===== src/rsic_pkg.sv =====
// Purpose: shared constants for the reset, standby and interrupt controller
// Assumes: apb slave, 32-bit data, one aligned word per register
// Notes: offsets, command codes and vector addresses live here
`default_nettype none
package rsic_pkg;
  // register byte offsets
  localparam logic [7:0] OFS_CTRL = 8'h00;
  localparam logic [7:0] OFS_IRQ_EN = 8'h04;
  localparam logic [7:0] OFS_IRQ_REQ = 8'h08;
  localparam logic [7:0] OFS_STATUS = 8'h0C;
  localparam logic [7:0] OFS_MODES = 8'h10;
  localparam logic [7:0] OFS_PORTCFG = 8'h14;
  localparam logic [7:0] OFS_CMD = 8'h18;
  localparam logic [7:0] OFS_RETAIN = 8'h1C;
  // program memory vector addresses
  localparam logic [10:0] VEC_RESET_HI = 11'h000;
  localparam logic [10:0] VEC_RESET_LO = 11'h001;
  localparam logic [10:0] VEC_IRQ_BASE = 11'h002;
  // ram window lost when reset ends standby
  localparam logic [5:0] RAM_LOST_LO = 6'h38;
  localparam logic [5:0] RAM_LOST_HI = 6'h3D;
  // irq source index: 0 ext vectored edge, 1 interval timer, 2 serial
  localparam int NUM_SRC = 3;
  localparam logic [2:0] SRC_WAKE_MASK = 3'h6;
  // command register codes
  localparam logic [1:0] CMD_HALT = 2'h1;
  localparam logic [1:0] CMD_STOP = 2'h2;
  localparam logic [1:0] CMD_RETI = 2'h3;
  localparam logic [31:0] ZERO32 = 32'h0000_0000;
  typedef enum logic [2:0] {
    ST_RESET, ST_FETCH_HI, ST_FETCH_LO, ST_RUN, ST_HALT, ST_STOP, ST_VEC_PUSH, ST_VEC_LOAD
  } rsic_state_t;
endpackage : rsic_pkg
`default_nettype wire


===== src/rsic_ctrl.sv =====
// Purpose: reset sequencing, vector fetch, standby and vectored interrupt control
// Assumes: pclk 20 MHz, reset pin and irq pins asynchronous to pclk
// Notes: registers reached over apb; the cpu core sits on the other side
// Function
// - low reset pin holds system reset
// - rising reset releases, then vector fetch
// - pc high from byte 000, low 001
// - interrupt vectors stored from byte 002
// - accept pushes pc and psw, loads vector
// - test edge sets flag, never vectors
// - no new acceptance while servicing
// - accept needs source and global enable
// - software reads every request flag
// - halt wakes on enabled non-external request
// - stop halts clock, timer, clock output, cpu
// - serial runs in stop only with external clock
// - halt stops only cpu clock, timer runs
// - test input usable, external irq not, in standby
// - standby ends on reset or enabled request
// - reset clears control, mode, flag registers
// - standby reset retains carry, ram, serial data
// - standby reset marks ram 38..3D undefined
// - outputs off during and after reset
`default_nettype none
module rsic_ctrl #(
  parameter int TIMER_W = 8
) (
  input wire logic pclk,
  input wire logic presetn,
  input wire logic reset_pin_n,
  input wire logic ext_vectored_irq_in,
  input wire logic ext_test_edge_in,
  input wire logic timer_tick,
  input wire logic serial_done,
  input wire logic [7:0] prog_rdata,
  output logic [10:0] prog_addr,
  output logic prog_rd,
  output logic [10:0] pc_load_value,
  output logic pc_load,
  output logic ctx_push,
  output logic sys_reset,
  output logic cpu_clk_en,
  output logic osc_en,
  output logic timer_run,
  output logic clk_out_en,
  output logic serial_run,
  output logic ext_irq_usable,
  output logic out_buf_en,
  output logic retain_ok,
  output logic ram_lost_valid,
  output logic [5:0] ram_lost_lo,
  output logic [5:0] ram_lost_hi,
  input wire logic psel,
  input wire logic penable,
  input wire logic pwrite,
  input wire logic [7:0] paddr,
  input wire logic [31:0] pwdata,
  output logic [31:0] prdata,
  output logic pready,
  output logic pslverr
);
  // ------------------------------------------------------------
  // state
  // ------------------------------------------------------------
  typedef struct packed {
    logic rst_s1;
    logic rst_s2;
    logic vi_s1;
    logic vi_s2;
    logic vi_d;
    logic te_s1;
    logic te_s2;
    logic te_d;
    rsic_pkg::rsic_state_t st;
    logic in_standby;
    logic standby_reset;
    logic [2:0] vec_hi;
    logic [1:0] vec_idx;
    logic [2:0] irq_req;
    logic test_req;
    logic [2:0] irq_en;
    logic global_en;
    logic in_service;
    logic edge_mode;
    logic [3:0] cpu_clk_sel;
    logic [3:0] clk_out_sel;
    logic [3:0] timer_mode;
    logic [3:0] serial_mode;
    logic [3:0] serial_ctrl;
    logic [3:0] port_dir_a;
    logic [3:0] port_dir_b;
    logic [3:0] pullup_sel;
    logic [3:0] out_latch;
    logic [2:0] skip_flags;
    logic [31:0] rdata;
    logic rdata_seen;
  } rsic_regs_t;

  rsic_regs_t s_q;
  rsic_regs_t s_d;

  logic acc;
  logic wr;
  logic rd;
  logic addr_ok;
  logic [2:0] pend;
  logic [2:0] pick;
  logic wake;
  logic serial_ext_clk;

  assign acc = psel && penable;
  assign wr = acc && pwrite;
  assign rd = acc && !pwrite;
  assign addr_ok = (paddr <= rsic_pkg::OFS_RETAIN) && (paddr[1:0] == 2'h0);
  assign serial_ext_clk = s_q.serial_mode[3];

  // ------------------------------------------------------------
  // next state
  // ------------------------------------------------------------
  always_comb begin
    s_d = s_q;
    s_d.rst_s1 = reset_pin_n;
    s_d.rst_s2 = s_q.rst_s1;
    s_d.vi_s1 = ext_vectored_irq_in;
    s_d.vi_s2 = s_q.vi_s1;
    s_d.vi_d = s_q.vi_s2;
    s_d.te_s1 = ext_test_edge_in;
    s_d.te_s2 = s_q.te_s1;
    s_d.te_d = s_q.te_s2;
    s_d.rdata = rsic_pkg::ZERO32;
    // read data is registered, so the second access cycle carries the answer
    s_d.rdata_seen = rd && !s_q.rdata_seen;

    // software writes first so hardware sets below win
    if (wr && addr_ok) begin
      unique case (paddr)
        rsic_pkg::OFS_CTRL: begin
          s_d.global_en = pwdata[0];
          s_d.edge_mode = pwdata[1];
          s_d.skip_flags = pwdata[6:4];
        end
        rsic_pkg::OFS_IRQ_EN: s_d.irq_en = pwdata[2:0];
        // write one to clear request flags
        rsic_pkg::OFS_IRQ_REQ: begin
          s_d.irq_req = s_q.irq_req & ~pwdata[2:0];
          s_d.test_req = s_q.test_req & ~pwdata[3];
        end
        rsic_pkg::OFS_MODES: begin
          s_d.cpu_clk_sel = pwdata[3:0];
          s_d.clk_out_sel = pwdata[7:4];
          s_d.timer_mode = pwdata[11:8];
          s_d.serial_mode = pwdata[15:12];
          s_d.serial_ctrl = pwdata[19:16];
        end
        rsic_pkg::OFS_PORTCFG: begin
          s_d.port_dir_a = pwdata[3:0];
          s_d.port_dir_b = pwdata[7:4];
          s_d.pullup_sel = pwdata[11:8];
          s_d.out_latch = pwdata[15:12];
        end
        default: begin
        end
      endcase
    end

    if (rd) begin
      unique case (paddr)
        rsic_pkg::OFS_CTRL:
          s_d.rdata = {25'h0, s_q.skip_flags, 2'h0, s_q.edge_mode, s_q.global_en};
        rsic_pkg::OFS_IRQ_EN: s_d.rdata = {29'h0, s_q.irq_en};
        rsic_pkg::OFS_IRQ_REQ: s_d.rdata = {28'h0, s_q.test_req, s_q.irq_req};
        rsic_pkg::OFS_STATUS:
          s_d.rdata = {24'h0, s_q.standby_reset, s_q.in_standby, s_q.in_service,
                       2'h0, s_q.st};
        rsic_pkg::OFS_MODES:
          s_d.rdata = {12'h0, s_q.serial_ctrl, s_q.serial_mode, s_q.timer_mode,
                       s_q.clk_out_sel, s_q.cpu_clk_sel};
        rsic_pkg::OFS_PORTCFG:
          s_d.rdata = {16'h0, s_q.out_latch, s_q.pullup_sel, s_q.port_dir_b,
                       s_q.port_dir_a};
        rsic_pkg::OFS_RETAIN: s_d.rdata = {31'h0, s_q.standby_reset};
        default: s_d.rdata = rsic_pkg::ZERO32;
      endcase
    end

    unique case (s_q.st)
      // held while the synced pin is low
      rsic_pkg::ST_RESET: begin
        if (s_q.rst_s2) begin
          s_d.st = rsic_pkg::ST_FETCH_HI;
        end
      end
      rsic_pkg::ST_FETCH_HI: begin
        s_d.vec_hi = prog_rdata[2:0];
        s_d.st = rsic_pkg::ST_FETCH_LO;
      end
      rsic_pkg::ST_FETCH_LO: s_d.st = rsic_pkg::ST_RUN;
      rsic_pkg::ST_RUN: begin
        if (wr && paddr == rsic_pkg::OFS_CMD && pwdata[1:0] == rsic_pkg::CMD_HALT) begin
          s_d.st = rsic_pkg::ST_HALT;
          s_d.in_standby = 1'b1;
        end else if (wr && paddr == rsic_pkg::OFS_CMD
                     && pwdata[1:0] == rsic_pkg::CMD_STOP) begin
          s_d.st = rsic_pkg::ST_STOP;
          s_d.in_standby = 1'b1;
        end else if (|pick && !s_q.in_service) begin
          s_d.st = rsic_pkg::ST_VEC_PUSH;
          s_d.vec_idx = pick[0] ? 2'h0 : (pick[1] ? 2'h1 : 2'h2);
        end
        if (wr && paddr == rsic_pkg::OFS_CMD && pwdata[1:0] == rsic_pkg::CMD_RETI) begin
          s_d.in_service = 1'b0;
        end
      end
      // leave standby on enabled wake source
      rsic_pkg::ST_HALT, rsic_pkg::ST_STOP: begin
        if (wake) begin
          s_d.st = rsic_pkg::ST_RUN;
          s_d.in_standby = 1'b0;
        end
      end
      // push context and take vector high bits, then low byte
      rsic_pkg::ST_VEC_PUSH: begin
        s_d.vec_hi = prog_rdata[2:0];
        s_d.st = rsic_pkg::ST_VEC_LOAD;
      end
      rsic_pkg::ST_VEC_LOAD: begin
        s_d.irq_req[s_q.vec_idx] = 1'b0;
        s_d.in_service = 1'b1;
        s_d.st = rsic_pkg::ST_RUN;
      end
    endcase

    // hardware sets come after the write and vector-load clears so a new event is not lost; the pin reset below still clears them
    // external irq edge seen only outside standby
    if (!s_q.in_standby && (s_q.edge_mode ? (!s_q.vi_s2 && s_q.vi_d)
                                          : (s_q.vi_s2 && !s_q.vi_d))) begin
      s_d.irq_req[0] = 1'b1;
    end
    if (s_q.te_s2 && !s_q.te_d) begin
      s_d.test_req = 1'b1;
    end
    if (timer_tick && s_q.st != rsic_pkg::ST_STOP) begin
      s_d.irq_req[1] = 1'b1;
    end
    if (serial_done && (s_q.st != rsic_pkg::ST_STOP || serial_ext_clk)) begin
      s_d.irq_req[2] = 1'b1;
    end

    if (!s_q.rst_s2) begin
      s_d.st = rsic_pkg::ST_RESET;
      if (s_q.st != rsic_pkg::ST_RESET) begin
        s_d.standby_reset = s_q.in_standby;
      end
      s_d.in_standby = 1'b0;
      s_d.irq_req = 3'h0;
      s_d.test_req = 1'b0;
      s_d.irq_en = 3'h0;
      s_d.global_en = 1'b0;
      s_d.in_service = 1'b0;
      s_d.edge_mode = 1'b0;
      s_d.cpu_clk_sel = 4'h0;
      s_d.clk_out_sel = 4'h0;
      s_d.timer_mode = 4'h0;
      s_d.serial_mode = 4'h0;
      s_d.serial_ctrl = 4'h0;
      s_d.port_dir_a = 4'h0;
      s_d.port_dir_b = 4'h0;
      s_d.pullup_sel = 4'h0;
      s_d.out_latch = 4'h0;
      s_d.skip_flags = 3'h0;
    end
  end

  // ------------------------------------------------------------
  // arbitration
  // ------------------------------------------------------------
  always_comb begin
    pend = s_q.irq_req & s_q.irq_en & {rsic_pkg::NUM_SRC{s_q.global_en}};
    pick = pend & (~pend + 3'h1);
    // external edge never wakes; halt needs only source enable
    wake = |(s_q.irq_req & s_q.irq_en & rsic_pkg::SRC_WAKE_MASK);
  end

  always_ff @(posedge pclk or negedge presetn) begin
    if (!presetn) begin
      s_q <= '0;
    end else begin
      s_q <= s_d;
    end
  end

  // ------------------------------------------------------------
  // outputs
  // ------------------------------------------------------------
  always_comb begin
    prog_rd = 1'b0;
    prog_addr = rsic_pkg::VEC_RESET_HI;
    if (s_q.st == rsic_pkg::ST_FETCH_HI) begin
      prog_rd = 1'b1;
    end else if (s_q.st == rsic_pkg::ST_FETCH_LO) begin
      prog_rd = 1'b1;
      prog_addr = rsic_pkg::VEC_RESET_LO;
    end else if (s_q.st == rsic_pkg::ST_VEC_PUSH) begin
      prog_rd = 1'b1;
      prog_addr = rsic_pkg::VEC_IRQ_BASE + {8'h00, s_q.vec_idx, 1'b0};
    end else if (s_q.st == rsic_pkg::ST_VEC_LOAD) begin
      prog_rd = 1'b1;
      prog_addr = rsic_pkg::VEC_IRQ_BASE + {8'h00, s_q.vec_idx, 1'b1};
    end
  end

  // two-byte entries so any start address works; low byte read in the load cycle
  assign pc_load_value = {s_q.vec_hi, prog_rdata};
  assign pc_load = (s_q.st == rsic_pkg::ST_FETCH_LO) || (s_q.st == rsic_pkg::ST_VEC_LOAD);
  assign ctx_push = (s_q.st == rsic_pkg::ST_VEC_PUSH);
  assign sys_reset = (s_q.st == rsic_pkg::ST_RESET);
  assign cpu_clk_en = (s_q.st == rsic_pkg::ST_RUN) || (s_q.st == rsic_pkg::ST_VEC_PUSH)
                      || (s_q.st == rsic_pkg::ST_VEC_LOAD);
  assign osc_en = (s_q.st != rsic_pkg::ST_STOP);
  assign timer_run = (s_q.st != rsic_pkg::ST_STOP) && (s_q.st != rsic_pkg::ST_RESET);
  assign clk_out_en = timer_run && (s_q.clk_out_sel != 4'h0);
  // serial in stop only on external clock
  assign serial_run = (s_q.st != rsic_pkg::ST_RESET)
                      && (s_q.st != rsic_pkg::ST_STOP || serial_ext_clk);
  // external vectored input gated in standby
  assign ext_irq_usable = !s_q.in_standby;
  // buffers off until software picks outputs
  assign out_buf_en = !sys_reset && (|s_q.port_dir_a || |s_q.port_dir_b);
  // retention reported, stack and timer count left alone
  assign retain_ok = s_q.standby_reset;
  assign ram_lost_valid = s_q.standby_reset;
  assign ram_lost_lo = rsic_pkg::RAM_LOST_LO;
  assign ram_lost_hi = rsic_pkg::RAM_LOST_HI;

  assign prdata = s_q.rdata;
  // zero-wait reads would miss the registered data, so answer one cycle late
  assign pready = acc && (pwrite || s_q.rdata_seen);
  assign pslverr = acc && !addr_ok;
endmodule : rsic_ctrl
`default_nettype wire


===== config.mk =====
export PLATFORM = sky130hd
export DESIGN_NAME = rsic_ctrl
export DESIGN_NICKNAME = d
export VERILOG_FILES = /design/src/rsic_pkg.sv /design/src/rsic_ctrl.sv
export SDC_FILE = /design/constraint.sdc
export NUM_CORES = 1
export LEC_CHECK = 0
export BUFFER_PORTS_ARGS = -buffer_cell sky130_fd_sc_hd__buf_2
export CAP_MARGIN = 0
export CORE_MARGIN = 10
export CORE_UTILIZATION = 30
export DETAILED_ROUTE_END_ITERATION = 8
export GPL_TIMING_DRIVEN = 0
export PLACE_DENSITY = 0.51
export SLEW_MARGIN = 20
export SYNTH_ARGS = -nofsm -noshare
export SYNTH_HDL_FRONTEND = slang
export SYNTH_SLANG_ARGS = --single-unit

===== constraint.sdc =====
create_clock -name pclk -period 1.8 [get_ports pclk]
set_input_delay 0.09 -clock pclk [delete_from_list [all_inputs] [get_ports pclk]]
set_output_delay 0.09 -clock pclk [all_outputs]
set_load 0.02 [all_outputs]

==> results.json, run 1 <==
{
  "syn_area_per_cell_sq_um": 9.156,
  "cts_root_buffer": "clkbuf_16",
  "drv_slew": 0,
  "die_area_sq_mm": 0.02106,
  "overflow": 0,
  "worstMarginPinSlew_ns": 0.8606,
  "hpwl_microns": 10680,
  "fin_setup_tns_ns": 0,
  "synth_edf_count": 0,
  "grt_usage": 0.1320,
  "synth_top_cells_by_count": "nand2_1, dfrtp_1, buf_4",
  "num_vias": 4014,
  "crit_slowest_cell": "dfrtp_2",
  "drive_gt1_frac": 0.3003,
  "synth_most_common_cell": "nand2_1",
  "power_density_mw_per_mm2": 787.0,
  "gp_congestion": 0.8332,
  "clk-insertion-delay-late_ns": 0.35,
  "yosys-top-cells-area": "dfrtp_1, buf_4, nand2_1",
  "rsz0062_at_grt": "true",
  "cts_setup_buffers": 0,
  "yosys_most_used_dff": "dfrtp_1",
  "die_w_microns": 145.1,
  "worstPathMaxFanout": 5,
  "path_cells": "xnor2_1 -> nand2b_1 -> o41a_1 -> buf_2",
  "crit_buf_inv": 1,
  "critPathLaunch": "s_q[89]",
  "r2r-start": "s_q[98]",
  "outcome": "finished clean",
  "yosys.area.top_type": "dfrtp_1",
  "grt_max_degree": 54,
  "instances_no_fill": 877,
  "num_rows": 45,
  "multi_input_area_sq_mm": 0.001978,
  "ant_nets": 0,
  "setup.worst_path.class": "flip-flop to output pin",
  "netlist_instances": 513,
  "seq_area_sq_mm": 0.002203,
  "syn_to_final_growth_pct": 28.88,
  "hp-start": "serial_done",
  "async_flop_share": 1.000,
  "required_ns": 1.71,
  "post-route-period-util": 0.9854,
  "h-tree-depth": 3,
  "num-nets-final": 723,
  "ys_warn_count": 0,
  "grt_pass1_vias": 4075,
  "finalSetupViolations": 0,
  "dr.pass1.iters": 5,
  "grt_pass1_wl_microns": 22230,
  "numCtsBuffers": 9,
  "finClkSkew_ns": 0.008903,
  "antenna_found_initial": 0,
  "max_freq_mhz": 563.8,
  "hp-class": "input port to flip-flop",
  "via_per_inst": 4.577,
  "cp-start-kind": "flip-flop",
  "ys_seq_elements": 88,
  "ys_seq_area_frac": 0.4688,
  "diodes": 0,
  "synth_cell_types": 53,
  "endpoint_kind": "output pin",
  "ios": 139,
  "finalHoldViolCount": 0,
  "initialDrtViolationCount": 283,
  "worstPathArrival_ns": 1.68,
  "core_sq_mm": 0.01526,
  "netlist_area_sq_mm": 0.004697,
  "clock_sinks": 88,
  "initial_utilization": 0.3078,
  "maxSlewHeadroom": 0.4231,
  "routed_wl_microns": 14040,
  "critPathTopFamily": "flip-flops",
  "p_leak_uw": 0.002883,
  "tritoncts": "yes",
  "cts_buffer_depth": 2,
  "cpPeakStageDelay_ns": 0.44,
  "synth_top_cell_area_share": 0.4688,
  "vdd_drop_max_uv": 442.9,
  "drcViolationCount": 0,
  "fin_crit_ns": 1.774,
  "maxCapViolCount": 0,
  "wl_per_cell_microns": 16.00,
  "path_clk_slew_ns": 0.06,
  "dp.cells": 842,
  "die_h_microns": 145.1,
  "fill_cells": 1517,
  "io_buffers": 88
}
-- cell families after synthesis --
logic type	after synthesis	synth area share
other	2	0.001599
muxes	15	0.03756
DFF	88	0.4688
buffers and inverters	99	0.1361
AOI/OAI and AO/OA	98	0.1287
xor gates and xnor gates	3	0.005595
adders and majority gates	4	0.01066
and+or+nand+nor	204	0.2110
-- sequential cells by signal, summed over array words and instances (netlist names) --
| signal | count |
|---|---|
| prdata | 20 |
| s_d | 5 |
| s_q | 59 |
| pc_load_value | 3 |
| ram_lost_valid | 1 |
-- layout make-up --
class	count	share of cell area
Buffer	93	0.1056
Clock buffer	10	0.03783
Clock inverter	6	0.008268
Inverter	6	0.003721
Multi-Input combinational cell	355	0.3268
Sequential cell	88	0.3640
Tap cell	211	0.04361
Timing Repair Buffer	108	0.1102
-- cell usage in the layout (no fill, tap or decap), types with 3 or more instances in the layout --
master         count
and3_1            10
o21ai_0           11
nor2_1            31
clkbuf_16          9
nand2b_1           6
ha_1               4
nand2_1           93
inv_6              3
buf_2             94
dlygate4sd3_1     19
nor2b_1            7
a22oi_1           14
mux2i_1           12
nor4_1             4
clkbuf_1          10
a21oi_1           50
nand4_1            4
o31ai_1            3
buf_6              5
a22o_1             7
dfrtp_1           87
nor3b_1            6
nand3_1           18
clkbuf_2           5
buf_4             64
nand3b_1           5
inv_1              6
conb_1            31
nor3_1             3
-- routing by layer --
| metal | wire length, microns | vias up | part of all wire | GRT usage |
|---|---|---|---|---|
| met5 | 0 | - | 0 | 0 |
| met4 | 264 | 0 | 0.019 | 0.04550 |
| met3 | 803 | 14 | 0.057 | 0.04284 |
| met2 | 6757 | 122 | 0.48 | 0.2169 |
| met1 | 6211 | 1919 | 0.44 | 0.1589 |
| li1 | - | 1959 | - | - |
-- power breakdown --
| part | switching (uW) | internal, uW | total [uW] |
|---|---|---|---|
| clock | 828 | 953 | 1780 |
| combinational | 520 | 365 | 885 |
| sequential | 63.3 | 2040 | 2100 |
| total | 1410 | 3350 | 4760 |
-- stage by stage --
stage / total power, uW / hold slack [ns] / util / cell area (sq um) / setup WS, ns
2_1_floorplan: 2664 / -0.2056 / - / 4806 / 0.1294
3_3_place_gp: 2948 / 0.1997 / 0.3611 / 5510 / -0.2528
3_5_place_dp: 2960 / 0.01152 / 0.3633 / 5544 / -0.2563
4_1_cts: 4813 / 0.002926 / 0.3958 / 6040 / -0.001279
5_1_grt: 5005 / 0.008361 / 0.3967 / 6053 / -0.02797
6_report: 4764 / 0.009724 / 0.3967 / 6053 / 0.02624
-- worst min-delay path, stage by stage --
cell and delay, ns:
buf_2 0.10, nand2_1 0.06, o22ai_1 0.07
-- final timing paths --
path | cells past startpoint | end | slack, ns
worst max-delay path | 4 | clk_out_en | 0.03
worst min-delay path | 3 | s_q[81] | 0.01
worst max register to register | 4 | s_q[53] | 0.22
worst min register to register | 0 | s_d[92] | 0.35
max in group asynchronous | 3 | s_q[36] | 1.03
min in group asynchronous | 2 | s_d[98] | 0.20
-- repair_timing --
action	CTS	global route
endpoints found under the setup margin	15	16
gates resized for setup	12	9
hold buffers	19	0
endpoints found under the hold margin	62	0
Note: power is estimated with default switching activity, not from simulation.
==> run 2, diff against run 1 <==
Settings changed: ABC_AREA set to 1.
==> results.json, run 2 <==
{
  "die_area_sq_mm": 0.02084,
  "cts_root_buffer": "clkbuf_16",
  "seq_area_sq_mm": 0.002203,
  "post-route-period-util": 0.9254,
  "rsz0062_at_grt": "false",
  "antenna_found_initial": 0,
  "wl_per_cell_microns": 14.79,
  "ys_seq_elements": 88,
  "clk-insertion-delay-late_ns": 0.35,
  "drive_gt1_frac": 0.3253,
  "path_cells": "nor3_4 -> a21oi_1 -> buf_2",
  "syn_area_per_cell_sq_um": 8.272,
  "initialDrtViolationCount": 192,
  "synth_top_cell_area_share": 0.4745,
  "worstPathArrival_ns": 1.58,
  "regMostFlops": "s_q",
  "h-tree-depth": 3,
  "ios": 139,
  "finalSetupViolations": 0,
  "fin_crit_ns": 1.666,
  "core_sq_mm": 0.01520,
  "grt_pass1_wl_microns": 21120,
  "syn_to_final_growth_pct": 26.48,
  "final_common_cell": "nand2_1",
  "numCtsBuffers": 9,
  "required_ns": 1.71,
  "netlist_area_sq_mm": 0.004641,
  "ant_nets": 0,
  "crit_buf_inv": 1,
  "outcome": "finished clean",
  "clock_sinks": 88,
  "gp_congestion": 0.8798,
  "largest_reg_flops": 59,
  "num_vias": 4030,
  "power_density_mw_per_mm2": 947.5,
  "ys_warn_count": 0,
  "hpwl_microns": 10040,
  "diodes": 0,
  "synth_edf_count": 0,
  "layout_common_cells": "nand2_1, buf_2, dfrtp_1",
  "grt_max_degree": 70,
  "p_leak_uw": 0.002991,
  "yosys-top-cells-area": "dfrtp_1, nand2_1, buf_4",
  "max_freq_mhz": 600.4,
  "yosys_most_used_dff": "dfrtp_1",
  "initial_utilization": 0.3053,
  "cts_buffer_depth": 2,
  "maxSlewHeadroom": 0.6015,
  "finalHoldViolCount": 0,
  "async_flop_share": 1.000,
  "p_comb_frac": 0.262,
  "worstPathMaxFanout": 7,
  "fin_setup_tns_ns": 0,
  "endpoint_kind": "output pin",
  "synth_cell_types": 32,
  "worstMarginPinSlew_ns": 0.5977,
  "num_rows": 45,
  "power.share.switching": 0.3395,
  "p_sw_uw": 1888,
  "hp-class": "input port to flip-flop",
  "synth_top_cells_by_count": "nand2_1, dfrtp_1, buf_4",
  "ys_seq_area_frac": 0.4745,
  "intPower_uw": 3673,
  "critPathTopFamily": "flip-flops",
  "yosys.area.top_type": "dfrtp_1",
  "drcViolationCount": 0,
  "clock_power_share": 0.320,
  "grt_usage": 0.1283,
  "drv_slew": 0,
  "finClkSkew_ns": 0.006854,
  "seqPwrFrac": 0.418,
  "netlist_instances": 561,
  "via_per_inst": 4.503,
  "place_ws_ns": 0.04275,
  "whs_ns": 0.009379,
  "io_buffers": 90,
  "multi_input_area_sq_mm": 0.001832,
  "timing.final.ws_setup_ns": 0.1343,
  "dr.pass1.iters": 5,
  "fill_cells": 1561,
  "cp-start-kind": "flip-flop",
  "overflow": 0,
  "synth_most_common_cell": "nand2_1",
  "grt_pass1_vias": 4101,
  "die_h_microns": 144.4,
  "setup.worst_path.class": "flip-flop to output pin",
  "maxCapViolCount": 0,
  "cpPeakStageDelay_ns": 0.49,
  "tritoncts": "yes",
  "vdd_drop_max_uv": 804.6,
  "num-nets-final": 764,
  "die_w_microns": 144.4,
  "routed_wl_microns": 13230,
  "crit_slowest_cell": "dfrtp_2",
  "path_clk_slew_ns": 0.06
}
## run 2: cell types whose count changed after synthesis, sizes merged, moves of 10 or more
cell,previous run,this run
o21ai,11,57
nand2,93,163
inv,6,41
mux2i,12,0
clkbuf,17,3
and3,10,0
a22oi,14,0
a21oi,50,21
nor2,32,61
## run 2: metal layers
metal	global-route usage	up-vias	share of wire
li1	-	1973	-
met1	0.1598	1897	0.45
met2	0.2131	146	0.48
met3	0.03214	14	0.064
met4	0.03936	0	0.012
met5	0	-	0
## run 2: area by class of cell
| cell class | count | area share |
|---|---|---|
| sequential | 88 | 0.3754 |
| multi-input combinational | 383 | 0.3121 |
| timing repair buffer | 101 | 0.09955 |
| buffer | 78 | 0.09849 |
| clock buffer | 10 | 0.04072 |
| tap | 188 | 0.04008 |
| inverter | 41 | 0.02622 |
| clock inverter | 6 | 0.007461 |
## run 2: worst reg2reg max path: stages (launching register included)
cell,delay (ns)
dfrtp_1,0.32
buf_4,0.18
clkbuf_1,0.49
nand2_1,0.26
o21ai_0,0.24
## run 2: kinds of logic after synthesis
logic type | Yosys count | synth area share
compound gates | 87 | 0.1132
fa+ha+maj | 4 | 0.01079
buf+inv | 119 | 0.1577
flops | 88 | 0.4745
mux | 3 | 0.007279
other cells | 2 | 0.001618
simple gates | 258 | 0.2348
## run 2: what timing repair did
action,in CTS,in global routing
setup buffers,0,0
endpoints found under the setup margin,5,4
resized for setup,3,4
hold buffers,10,0
hold endpoints to repair,97,0
## run 2: through the flow
stage               instances  total power [uW]  cell area (sq um)    util
finish                    895              5561               5869  0.3861
CTS                       895              5610               5866  0.3858
floorplan                 590              3247               4750       -
detailed placement        869              3754               5469  0.3598
global route              895              5869               5869  0.3861
global placement          868              3724               5435  0.3575
## run 2: power groups by stage
| stage | logic (uW) | clock network, uW | registers (uW) |
|---|---|---|---|
| after detailed placement | 1420 | 0 | 2340 |
| after global routing | 1600 | 1920 | 2350 |
| after CTS | 1460 | 1840 | 2320 |
| final | 1460 | 1780 | 2320 |
| after floorplan | 944 | 0 | 2300 |
| after global placement | 1400 | 0 | 2330 |
## run 2: path summary, 6_finish.rpt
kind	from	end	slack, ns	cells past startpoint
setup / recovery	s_q[89]	out_buf_en	0.13	3
hold / removal	prog_rdata[0]	pc_load_value[8]	0.009	2
setup reg to reg	s_q[98]	s_q[77]	0.22	4
hold reg to reg	s_d[98]	s_q[98]	0.35	0
max in group asynchronous	presetn	s_q[89]	1.04	3
min in group asynchronous	presetn	prdata[16]	0.16	2
==> run 3, diff against run 2 <==
Settings changed: BUFFER_PORTS_ARGS -buffer_cell sky130_fd_sc_hd__buf_2 to not set, DONT_BUFFER_PORTS set to 1, PLACE_DENSITY 0.51 to 0.44.
==> results.json, run 3 (same netlist as run 2, synthesis figures left out) <==
{
  "p_leak_uw": 0.002659,
  "whs_ns": -0.5666,
  "violations": "hold timing",
  "h-tree-depth": 3,
  "hpwl_microns": 9899,
  "power_density_mw_per_mm2": 958.2,
  "setup.worst_path.class": "flip-flop to output pin",
  "io_buffers": 0,
  "die_h_microns": 144.4,
  "die_w_microns": 144.4,
  "worstMarginPinSlew_ns": 0.8351,
  "drive_gt1_frac": 0.2201,
  "routed_wl_microns": 13140,
  "layout_common_cells": "nand2_1, dfrtp_1, buf_4",
  "timing.final.ws_setup_ns": 0.05635,
  "finClkSkew_ns": 0.007945,
  "postCtsHoldBufs": 31,
  "final_common_cell": "nand2_1",
  "initialDrtViolationCount": 198,
  "grt_pass1_vias": 3876,
  "drv_slew": 0,
  "syn_to_final_growth_pct": 21.19,
  "dr.pass1.iters": 4,
  "core_sq_mm": 0.01520,
  "numCtsBuffers": 9,
  "finalInstanceArea_sq_mm": 0.005624,
  "postPlaceCellArea_sq_mm": 0.004990,
  "fill_cells": 1635,
  "clk-insertion-delay-late_ns": 0.35,
  "path_clk_slew_ns": 0.06,
  "place_ws_ns": -0.03538,
  "diodes": 0,
  "endpoint_kind": "output pin",
  "antenna_found_initial": 0,
  "initial_utilization": 0.3053,
  "gp_congestion": 0.8298,
  "finalSetupViolations": 0,
  "fin_crit_ns": 1.744,
  "maxCapViolCount": 0,
  "tritoncts": "yes",
  "cpPeakStageDelay_ns": 0.69,
  "largest_reg_flops": 59,
  "cts_setup_buffers": 0,
  "seq_area_sq_mm": 0.002203,
  "finalHoldViolCount": 88,
  "overflow": 0,
  "required_ns": 1.71,
  "post-route-period-util": 0.9687,
  "multi_input_area_sq_mm": 0.001872,
  "hp-class": "input port to async pin",
  "outcome": "finished with violations",
  "worstPathMaxFanout": 8,
  "dp.cells": 778,
  "path_cells": "nor3_4 -> a21oi_4",
  "crit_slowest_cell": "nor3_4",
  "wl_per_cell_microns": 15.95,
  "maxSlewHeadroom": 0.4381,
  "max_freq_mhz": 573.5,
  "rsz0062_at_grt": "false",
  "via_per_inst": 4.498,
  "grt_pass1_wl_microns": 20730,
  "cp-start-kind": "flip-flop",
  "cts_buffer_depth": 2,
  "ios": 139,
  "regMostFlops": "s_q",
  "cts_root_buffer": "clkbuf_16",
  "worstPathArrival_ns": 1.65,
  "num_rows": 45,
  "ant_nets": 0,
  "num_vias": 3706,
  "grt_max_degree": 89,
  "vdd_drop_max_uv": 1017,
  "clock_sinks": 88,
  "die_area_sq_mm": 0.02084,
  "drcViolationCount": 0,
  "num-nets-final": 693,
  "grt_usage": 0.1291,
  "instances_no_fill": 824
}
[run 3: critical path: cells and delay by family (launching register included)]
family             cells  cell delay, ns
AOI/OAI and AO/OA      1            0.14
DFF                    1            0.47
and+or+nand+nor        1            0.69
[run 3: final cells by class]
class,count,area share
sequential,88,0.3918
multi-input combinational,383,0.3328
tap,188,0.04182
inverter,41,0.02736
buffer,77,0.1019
clock inverter,4,0.005339
timing repair buffer,31,0.05517
clock buffer,12,0.04383
[run 3: where the power goes]
part / switching (uW) / internal, uW / leakage [uW]
Sequential: 198 / 2160 / 0.00116
Combinational: 833 / 439 / 0.00137
Clock: 787 / 977 / 0.000133
[run 3: layer usage]
metal  part of all wire  GRT usage
met1               0.44     0.1564
met2               0.47     0.2097
met3              0.087    0.04920
met4              0.011    0.03457
met5                  0          0
[run 3: path summary, 6_finish.rpt]
check                          from                end  slack (ns)  cells after the start
setup / recovery            s_q[91]         out_buf_en        0.06                      2
hold reg to reg             s_d[96]            s_d[95]        0.35                      0
hold / removal              presetn         prdata[16]       -0.57                      0
max in group asynchronous   presetn            s_q[88]        2.24                      0
min in group pclk          paddr[0]            s_q[75]        0.02                      3
setup reg to reg            s_q[90]  pc_load_value[10]        0.11                      5
[run 3: repair_timing]
item | 4_1_cts | 5_1_grt
endpoints found under the setup margin | 7 | 9
pin swaps | 0 | 2
resized for setup | 5 | 9
hold endpoints to repair | 141 | 88
cloned | 0 | 0
[run 3: stage by stage]
| step | power [uW] | util | setup TNS [ns] | hold slack, ns |
|---|---|---|---|---|
| finish | 5389 | 0.3700 | 0 | -0.5666 |
| global route | 5671 | 0.3700 | 0 | -0.5895 |
| CTS | 5368 | 0.3681 | -0.03910 | -0.5805 |
| detailed placement | 3487 | 0.3282 | -0.08883 | -0.2011 |
| global placement | 3468 | 0.3279 | -1.515 | -0.2005 |
| floorplan | 3247 | - | 0 | -0.2056 |
